### src/schp_pkg.sv
// ============================================================
// shared constants for the serial chain port
// ============================================================
package schp_pkg;

    // ============================================================
    // clocking and link timing
    // ============================================================
    localparam int CLK_PERIOD_NS  = 5;
    localparam int SCLK_PERIOD_NS = 125;
    // divider half period, rounded down so the link never runs slow
    localparam int SCLK_HALF_CYC  = (SCLK_PERIOD_NS / 2) / CLK_PERIOD_NS;
    // least gap after a frame closes, rounded up
    localparam int GAP_NS         = 1000;
    localparam int GAP_CYC        = (GAP_NS + CLK_PERIOD_NS - 1) / CLK_PERIOD_NS;
    localparam logic [7:0] HALF_LAST = 8'(SCLK_HALF_CYC - 1);
    localparam logic [7:0] GAP_LAST  = 8'(GAP_CYC - 1);

    // ============================================================
    // frame layout
    // ============================================================
    localparam int FRAME_BITS = 29;
    localparam int FB_RW      = 28;
    localparam int FB_ADDR_HI = 27;
    localparam int FB_ADDR_LO = 16;
    localparam int FB_BUSY    = 15;
    localparam int FB_NACK    = 13;
    localparam int FB_REJ     = 12;
    localparam int FB_DATA_HI = 7;
    localparam logic [4:0] BIT_LAST = 5'(FRAME_BITS - 1);

    // ============================================================
    // address regions, taken from address bits 11:8
    // ============================================================
    localparam logic [3:0] RGN_P0_PRI = 4'h0;
    localparam logic [3:0] RGN_P0_SEC = 4'h1;
    localparam logic [3:0] RGN_P1_PRI = 4'h4;
    localparam logic [3:0] RGN_P1_SEC = 4'h5;
    localparam logic [3:0] RGN_LOCAL  = 4'h8;
    localparam int         NUM_PORTS  = 2;
    localparam int         LOCAL_WORDS = 256;

    // ============================================================
    // host controller registers on the AXI4-Lite side
    // ============================================================
    localparam logic [7:0] HOST_CTRL_OFF = 8'h00;
    localparam logic [7:0] HOST_TX_OFF   = 8'h04;
    localparam logic [7:0] HOST_RX_OFF   = 8'h08;
    localparam logic [7:0] HOST_STAT_OFF = 8'h0C;
    localparam int CTRL_START_BIT = 0;
    localparam int CTRL_LAST_BIT  = 1;
    localparam int STAT_BUSY_BIT  = 0;
    localparam int STAT_OPEN_BIT  = 1;
    localparam logic [1:0] RESP_OKAY   = 2'h0;
    localparam logic [1:0] RESP_SLVERR = 2'h2;

    typedef enum logic [2:0] {
        ST_IDLE = 3'b000,
        ST_LOW  = 3'b001,
        ST_HIGH = 3'b010,
        ST_TAIL = 3'b011,
        ST_GAP  = 3'b100
    } schp_host_state_type;

endpackage

### src/schp_link_if.sv
`timescale 1ns/100ps
// ============================================================
// serial chain link between host end and device end
// ============================================================
interface schp_link_if;
    logic serial_clock_pin;
    logic frame_select_pin;
    logic serial_in_pin;
    logic serial_out_pin;
    logic serial_out_oe;
    logic serial_out_line;

    // undriven line idles high, as a pull-up would leave it
    assign serial_out_line = serial_out_oe ? serial_out_pin : 1'b1;

    modport host (
        output serial_clock_pin,
        output frame_select_pin,
        output serial_in_pin,
        input  serial_out_line
    );

    modport device (
        input  serial_clock_pin,
        input  frame_select_pin,
        input  serial_in_pin,
        output serial_out_pin,
        output serial_out_oe
    );
endinterface

### src/schp_device_end.sv
// Decided for this implementation: the AXI4-Lite interface to the registers and the register addresses.
`timescale 1ns/100ps
module schp_device_end
    import schp_pkg::*;
(
    input  wire logic        aclk,
    input  wire logic        aresetn,
    schp_link_if.device      link,
    output logic             dn_req_valid,
    output logic             dn_req_port,
    output logic             dn_req_secondary,
    output logic             dn_req_read,
    output logic [7:0]       dn_req_offset,
    output logic [7:0]       dn_req_data,
    input  wire logic        dn_done,
    input  wire logic        dn_done_port,
    input  wire logic        dn_done_nack,
    input  wire logic [7:0]  dn_done_data
);

    // ============================================================
    // pin synchronisers and edge detection
    // ============================================================
    logic [1:0]  sclk_sync_ff;
    logic [1:0]  ss_sync_ff;
    logic [1:0]  mosi_sync_ff;
    logic        sclk_prev_ff;
    logic        ss_prev_ff;
    logic        sel_low;
    logic        sclk_rise;
    logic        sclk_fall;
    logic        frame_start;
    logic        frame_end;

    // all three pins share one delay so their timing stays aligned
    always_ff @(posedge aclk) begin
        if (!aresetn) begin
            sclk_sync_ff <= 2'h0;
            ss_sync_ff   <= 2'h3;
            mosi_sync_ff <= 2'h0;
            sclk_prev_ff <= 1'b0;
            ss_prev_ff   <= 1'b1;
        end else begin
            sclk_sync_ff <= {sclk_sync_ff[0], link.serial_clock_pin};
            ss_sync_ff   <= {ss_sync_ff[0], link.frame_select_pin};
            mosi_sync_ff <= {mosi_sync_ff[0], link.serial_in_pin};
            sclk_prev_ff <= sclk_sync_ff[1];
            ss_prev_ff   <= ss_sync_ff[1];
        end
    end

    // clock edges count only inside a frame
    assign sel_low     = ~ss_sync_ff[1];
    assign sclk_rise   = sel_low & sclk_sync_ff[1] & ~sclk_prev_ff;
    assign sclk_fall   = sel_low & ~sclk_sync_ff[1] & sclk_prev_ff;
    assign frame_start = ~ss_sync_ff[1] & ss_prev_ff;
    assign frame_end   = ss_sync_ff[1] & ~ss_prev_ff;

    // ============================================================
    // frame shift register
    // ============================================================
    logic [FRAME_BITS-1:0] shift_ff;
    logic                  in_bit_ff;
    logic                  miso_ff;
    logic [FRAME_BITS-1:0] result_word;

    // load the stored result at frame start, then one bit per clock
    always_ff @(posedge aclk) begin
        if (!aresetn) begin
            shift_ff  <= '0;
            in_bit_ff <= 1'b0;
            miso_ff   <= 1'b0;
        end else if (frame_start) begin
            shift_ff <= result_word;
            miso_ff  <= result_word[FB_RW];
        end else if (sclk_rise) begin
            in_bit_ff <= mosi_sync_ff[1];
        end else if (sclk_fall) begin
            shift_ff <= {shift_ff[FRAME_BITS-2:0], in_bit_ff};
            miso_ff  <= shift_ff[FRAME_BITS-2];
        end
    end

    // driver follows the pin itself, no clock in the path
    assign link.serial_out_pin = miso_ff;
    assign link.serial_out_oe  = ~link.frame_select_pin;

    // ============================================================
    // command decode
    // ============================================================
    logic        cmd_read;
    logic [11:0] cmd_addr;
    logic [7:0]  cmd_data;
    logic [3:0]  cmd_region;
    logic        cmd_dummy;
    logic        cmd_is_dn;
    logic        cmd_is_local;
    logic        cmd_port;
    logic        cmd_secondary;
    logic        port_busy;
    logic        accept_dn;
    logic        refuse_dn;
    logic        act;

    assign cmd_read   = shift_ff[FB_RW];
    assign cmd_addr   = shift_ff[FB_ADDR_HI:FB_ADDR_LO];
    assign cmd_data   = shift_ff[FB_DATA_HI:0];
    assign cmd_region = cmd_addr[11:8];
    assign cmd_dummy  = &shift_ff;
    // address decode by region
    assign cmd_is_dn  = (cmd_region == RGN_P0_PRI) | (cmd_region == RGN_P0_SEC)
                      | (cmd_region == RGN_P1_PRI) | (cmd_region == RGN_P1_SEC);
    assign cmd_is_local  = (cmd_region == RGN_LOCAL);
    assign cmd_port      = cmd_region[2];
    assign cmd_secondary = cmd_region[0];

    // ============================================================
    // per-port outstanding access tracking
    // ============================================================
    logic [NUM_PORTS-1:0] pend_ff;

    assign port_busy = pend_ff[cmd_port];
    assign act       = frame_end & ~cmd_dummy;
    assign accept_dn = act & cmd_is_dn & ~port_busy;
    assign refuse_dn = act & cmd_is_dn & port_busy;

    // set on accept, clear on completion; a busy port cannot accept,
    // so set and clear never meet on one port
    genvar gp;
    generate
        for (gp = 0; gp < NUM_PORTS; gp++) begin : g_port
            always_ff @(posedge aclk) begin
                if (!aresetn) begin
                    pend_ff[gp] <= 1'b0;
                end else if (accept_dn && (cmd_port == 1'(gp))) begin
                    pend_ff[gp] <= 1'b1;
                end else if (dn_done && (dn_done_port == 1'(gp))) begin
                    pend_ff[gp] <= 1'b0;
                end
            end
        end
    endgenerate

    // ============================================================
    // downstream request strobe
    // ============================================================
    always_ff @(posedge aclk) begin
        if (!aresetn) begin
            dn_req_valid     <= 1'b0;
            dn_req_port      <= 1'b0;
            dn_req_secondary <= 1'b0;
            dn_req_read      <= 1'b0;
            dn_req_offset    <= 8'h00;
            dn_req_data      <= 8'h00;
        end else begin
            dn_req_valid <= accept_dn;
            if (accept_dn) begin
                dn_req_port      <= cmd_port;
                dn_req_secondary <= cmd_secondary;
                dn_req_read      <= cmd_read;
                dn_req_offset    <= cmd_addr[7:0];
                dn_req_data      <= cmd_data;
            end
        end
    end

    // ============================================================
    // local register block
    // ============================================================
    logic [7:0] local_mem [0:LOCAL_WORDS-1];

    // plain storage; written the same cycle the frame closes
    always_ff @(posedge aclk) begin
        if (act && cmd_is_local && !cmd_read) begin
            local_mem[cmd_addr[7:0]] <= cmd_data;
        end
    end

    // ============================================================
    // result held for the next frame
    // ============================================================
    logic        res_read_ff;
    logic [11:0] res_addr_ff;
    logic        res_busy_ff;
    logic        res_nack_ff;
    logic        res_rej_ff;
    logic [7:0]  res_data_ff;
    logic        res_wait_ff;
    logic        res_port_ff;

    // a new command replaces the result; a late completion for an
    // overwritten command is dropped, which is why the host must wait
    always_ff @(posedge aclk) begin
        if (!aresetn) begin
            res_read_ff <= 1'b0;
            res_addr_ff <= 12'h000;
            res_busy_ff <= 1'b0;
            res_nack_ff <= 1'b0;
            res_rej_ff  <= 1'b0;
            res_data_ff <= 8'h00;
            res_wait_ff <= 1'b0;
            res_port_ff <= 1'b0;
        end else if (act) begin
            res_read_ff <= cmd_read;
            res_addr_ff <= cmd_addr;
            res_nack_ff <= 1'b0;
            res_rej_ff  <= refuse_dn;
            res_busy_ff <= accept_dn & cmd_read;
            res_wait_ff <= accept_dn;
            res_port_ff <= cmd_port;
            // local reads resolve at once, well inside the gap
            if (cmd_is_local && cmd_read) begin
                res_data_ff <= local_mem[cmd_addr[7:0]];
            end else begin
                res_data_ff <= 8'h00;
            end
        end else if (dn_done && res_wait_ff && (dn_done_port == res_port_ff)) begin
            res_busy_ff <= 1'b0;
            res_wait_ff <= 1'b0;
            res_nack_ff <= dn_done_nack;
            if (res_read_ff) begin
                res_data_ff <= dn_done_data;
            end
        end
    end

    // unused bits go out as zero
    assign result_word = {res_read_ff, res_addr_ff, res_busy_ff, 1'b0,
                          res_nack_ff, res_rej_ff, 4'h0, res_data_ff};

endmodule

### src/flat_wrapper.sv
// flat-port wrapper written by rule: the top's interface ports become plain ports
module schp_device_end_flat import schp_pkg::*;
  (aclk, aresetn, dn_req_valid, dn_req_port, dn_req_secondary, dn_req_read, dn_req_offset, dn_req_data, dn_done, dn_done_port, dn_done_nack, dn_done_data, link_serial_clock_pin, link_frame_select_pin, link_serial_in_pin, link_serial_out_pin, link_serial_out_oe);
  schp_link_if link_i ();
  input  wire logic aclk;
  input  wire logic aresetn;
  output logic dn_req_valid;
  output logic dn_req_port;
  output logic dn_req_secondary;
  output logic dn_req_read;
  output logic [7:0] dn_req_offset;
  output logic [7:0] dn_req_data;
  input  wire logic dn_done;
  input  wire logic dn_done_port;
  input  wire logic dn_done_nack;
  input  wire logic [7:0] dn_done_data;
  input wire logic [$bits(link_i.serial_clock_pin)-1:0] link_serial_clock_pin;
  input wire logic [$bits(link_i.frame_select_pin)-1:0] link_frame_select_pin;
  input wire logic [$bits(link_i.serial_in_pin)-1:0] link_serial_in_pin;
  output wire logic [$bits(link_i.serial_out_pin)-1:0] link_serial_out_pin;
  output wire logic [$bits(link_i.serial_out_oe)-1:0] link_serial_out_oe;
  assign link_i.serial_clock_pin = link_serial_clock_pin;
  assign link_i.frame_select_pin = link_frame_select_pin;
  assign link_i.serial_in_pin = link_serial_in_pin;
  assign link_serial_out_pin = link_i.serial_out_pin;
  assign link_serial_out_oe = link_i.serial_out_oe;
  schp_device_end u_core (.aclk(aclk), .aresetn(aresetn), .link(link_i), .dn_req_valid(dn_req_valid), .dn_req_port(dn_req_port), .dn_req_secondary(dn_req_secondary), .dn_req_read(dn_req_read), .dn_req_offset(dn_req_offset), .dn_req_data(dn_req_data), .dn_done(dn_done), .dn_done_port(dn_done_port), .dn_done_nack(dn_done_nack), .dn_done_data(dn_done_data));
endmodule
### config.mk
export PLATFORM = sky130hd
export DESIGN_NAME = schp_device_end_flat
export DESIGN_NICKNAME = d
export VERILOG_FILES = /design/src/schp_pkg.sv /design/src/schp_link_if.sv /design/src/schp_device_end.sv /design/src/flat_wrapper.sv
export SDC_FILE = /design/constraint.sdc
export NUM_CORES = 2
export LEC_CHECK = 0
export ABC_CLOCK_PERIOD_IN_PS = 13700
export CAP_MARGIN = 20
export CELL_PAD_IN_SITES_DETAIL_PLACEMENT = 2
export CELL_PAD_IN_SITES_GLOBAL_PLACEMENT = 2
export CORE_ASPECT_RATIO = 0.8
export CORE_MARGIN = 1
export CORE_UTILIZATION = 42
export CTS_BUF_LIST = sky130_fd_sc_hd__clkbuf_8
export DETAILED_ROUTE_END_ITERATION = 7
export DONT_BUFFER_PORTS = 1
export MAX_ROUTING_LAYER = met4
export PLACE_DENSITY_LB_ADDON = 0.05
export SKIP_LAST_GASP = 1
export SLEW_MARGIN = 20
export SYNTH_ARGS = -nofsm -noshare
export SYNTH_HDL_FRONTEND = slang
export SYNTH_SLANG_ARGS = --single-unit
### constraint.sdc
create_clock -name aclk -period 13.7 [get_ports aclk]
set_input_delay 1.37 -clock aclk [delete_from_list [all_inputs] [get_ports aclk]]
set_output_delay 1.37 -clock aclk [all_outputs]
set_load 0.01 [all_outputs]
==> impl_metrics.env <==
export IMPL_die_h_um=400
export IMPL_first_iter_violations=4520
export IMPL_synth_ff_type="edfxtp_1"
export IMPL_run_status="completed"
export IMPL_grt_pass1_wl_um=374000
export IMPL_syn_area_sq_um=83100
export IMPL_placed_area_sq_um=85900
export IMPL_finalSetupViolCount=0
export IMPL_synth_seq_cells=2142
export IMPL_syn_inst=4085
export IMPL_ir_worst_vdd_v=0.0000839
export IMPL_drc_errors=0
export IMPL_grt_usage_pct=27.8
export IMPL_fin_ws_ns=8.42
export IMPL_cap_violations=0
export IMPL_synth_distinct_cells=78
export IMPL_power_density_nw_per_um2=133
export IMPL_cts_tree="done"
export IMPL_drt_first_pass_iters=5
export IMPL_critical_path_class="flip-flop to flip-flop"
export IMPL_nets=4309
export IMPL_cp_data_arrival_time_ns=6.21
export IMPL_synth_top_cell_area_share_pct=74.0
export IMPL_synth_top_cell_by_area="edfxtp_1"
export IMPL_wl_per_cell_um=37.6
export IMPL_hold_class="primary input to flip-flop"
export IMPL_async_reset_ff_share_pct=0
export IMPL_grt_start_max_net_pins=189
export IMPL_vias_per_cell=6.03
export IMPL_via_count=43000
export IMPL_h_tree_depth=5
export IMPL_finalCritPeriodShare_pct=38.5
export IMPL_grt_ovfl_total=0
export IMPL_holdWs_ns=0.399
export IMPL_fmax_mhz=190
export IMPL_synth_edff_count=2048
export IMPL_setup_tns_ns=0
export IMPL_detail_route_wirelength_um=268000
export IMPL_ctsHoldBuffers=0
export IMPL_pre_cts_slack_ns=8.58
export IMPL_row_count=145
export IMPL_power_static_leakage_nw=28.2
export IMPL_postCtsSetupBuffers=0
export IMPL_syn_nets=4101
export IMPL_critPathLaunchType="flip-flop"
export IMPL_worstMarginPinSlew_ns=1.17
export IMPL_core_area_sq_um=196000
export IMPL_numCtsBuffers=360
export IMPL_grt_antenna_before_repair=16
export IMPL_finalHoldViolations=0
export IMPL_die_w_um=499
export IMPL_gp_congestion=0.825
export IMPL_numClockSinks=2142
export IMPL_io_buffers=0
export IMPL_rsz0062_at_grt="no"
export IMPL_maxSlewHeadroom_pct=21.4
export IMPL_clock_path_buffers=4
export IMPL_first_global_vias=45000
export IMPL_ctsResizeCount=0
export IMPL_post_route_min_period_ns=5.28
export IMPL_fin_skew_ns=0.0621
export IMPL_insertion_delay_ns=1.03
export IMPL_initial_utilization_pct=42.4
export IMPL_synth_commonest_cells="2048 x edfxtp_1, 475 x mux4_2, 353 x nor2_1"
export IMPL_nFillCells=17500
export IMPL_final_layout_size_suffix_gt1_share_pct=24.0
export IMPL_finalMaxSlewViolations=0
export IMPL_required_ns=14.63
export IMPL_place_inst=6501
export IMPL_ant_nets=0
export IMPL_top_level_ports=38
export IMPL_fin_area_sq_um=92200
export IMPL_yosys_warnings=0
export IMPL_area_growth_pct=10.9
export IMPL_dieArea_sq_um=200000
export IMPL_stdcell_count=7129
export IMPL_ys_seq_area_share_pct=76.2
export IMPL_clk_pin_slew_worst_paths_ns=0.06
export IMPL_dp_final_hpwl_um=164000
export IMPL_critPathCaptureType="flip-flop"
export IMPL_worstPathMaxFanout=44
export IMPL_yosysMostFrequentCell="edfxtp_1"
export IMPL_cts_root_buf="clkbuf_8"
export IMPL_avgSynthCellArea_sq_um=20.3
export IMPL_synth_area_leaders="edfxtp_1 74%, mux4_2 13%, dfxtp_1 2.3%, mux2i_1 1.8%, nor2_1 1.6%"
[report_power, final]
group | total, W | switching [W] | internal, W
combinational | 0.0000148 | 0.0000109 | 0.00000385
sequential | 0.00706 | 0.00000210 | 0.00706
clock | 0.00516 | 0.00261 | 0.00255
[state kept, by name, indices dropped and copies added, names as in the netlist, 2 cells and up, named ones only]
register              cells
u_core.dn_req_data        8
u_core.dn_req_offset      8
u_core.local_mem       2048
u_core.mosi_sync_ff       2
u_core.pend_ff            2
u_core.res_addr_ff       12
u_core.res_data_ff        8
u_core.sclk_sync_ff       2
u_core.shift_ff          29
u_core.ss_sync_ff         2
[placed cells by master (no fill, tap or decap), types with 6 or more instances in the layout]
| master | synthesis | final |
|---|---|---|
| a211oi_1 | 15 | 15 |
| a21oi_1 | 37 | 36 |
| a222oi_1 | 21 | 21 |
| a22o_1 | 6 | 6 |
| a22oi_1 | 104 | 104 |
| a31oi_1 | 11 | 11 |
| and2_1 | 12 | 12 |
| and3_1 | 10 | 10 |
| buf_4 | 33 | 104 |
| clkbuf_8 | 0 | 374 |
| clkinv_1 | 0 | 84 |
| clkinv_2 | 0 | 33 |
| dfxtp_1 | 94 | 80 |
| dfxtp_4 | 0 | 13 |
| diode_2 | 0 | 7 |
| edfxtp_1 | 2048 | 2048 |
| inv_1 | 4 | 121 |
| mux2_2 | 20 | 20 |
| mux2i_1 | 152 | 152 |
| mux4_2 | 475 | 475 |
| nand2_1 | 64 | 55 |
| nand2_2 | 0 | 7 |
| nand2b_1 | 30 | 30 |
| nand3_1 | 44 | 38 |
| nand4_1 | 17 | 17 |
| nand4b_1 | 6 | 6 |
| nor2_1 | 353 | 347 |
| nor2b_1 | 37 | 31 |
| nor3_1 | 27 | 26 |
| nor4_1 | 7 | 7 |
| o211ai_1 | 8 | 8 |
| o21ai_0 | 17 | 17 |
| o221ai_1 | 12 | 12 |
| o22ai_1 | 65 | 65 |
| o31ai_1 | 6 | 6 |
| or2_2 | 11 | 11 |
| or3_1 | 12 | 12 |
[metal layers]
layer / vias to the layer above / GRT usage, % / part of all wire [%]
met5: - / - / 0
met4: 0 / 7.38 / 2.6
met3: 403 / 3.87 / 5.1
met2: 1460 / 42.6 / 47
met1: 23700 / 39.3 / 45
li1: 17400 / - / -
[cells by family (layout without fill, tap and decap cells)]
group	count (synthesis)	in the layout	share of synthesized area, %
AND/OR/NAND/NOR	662	662	3.74
AO/OA/AOI/OAI	363	363	3.19
multiplexers	647	647	15.0
flip-flops	2142	2142	76.2
buffers and inverters	270	735	1.84
other	0	7	0
XOR/XNOR	1	1	0.0105
[metrics by stage]
| step | power, W | utilization (%) |
|---|---|---|
| 2_1_floorplan | 0.00721 | - |
| 3_3_place_gp | 0.00721 | 43.8 |
| 3_5_place_dp | 0.00721 | 43.8 |
| 4_1_cts | 0.0123 | 47.0 |
| 5_1_grt | 0.0126 | 47.0 |
| 6_report | 0.0122 | 47.0 |
[worst paths after layout]
path	startpoint	end	slack (ns)	cells past startpoint
hold / removal	aresetn	u_core.ss_sync_ff[0]	0.40	1
hold reg to reg	u_core.ss_sync_ff[0]	u_core.ss_sync_ff[1]	0.43	1
setup / recovery	flip-flop	u_core.res_data_ff[3]	8.42	9
setup reg to reg	flip-flop	u_core.res_data_ff[3]	8.42	9
[critical path, stage by stage, from the launching register on]
cell and delay, ns:
dfxtp_4 0.76, buf_4 0.53, buf_4 0.66, buf_4 0.70, mux4_2 0.34, a22oi_1 0.09, a21oi_1 0.58, nor4b_2 0.19
nor3_1 0.89, a2bb2oi_1 0.22
[area by class of cell]
class | count | area (sq um) | area share, %
sequential | 2142 | 63400 | 68.8
multi-input combinational | 1673 | 18400 | 19.9
clock buffer | 374 | 5150 | 5.58
tap | 2572 | 3220 | 3.49
clock inverter | 245 | 1050 | 1.14
timing repair buffer | 111 | 911 | 0.988
inverter | 5 | 18.8 | 0.0204
antenna | 7 | 17.5 | 0.0190
No activity file was read; power rests on OpenSTA's default activity.
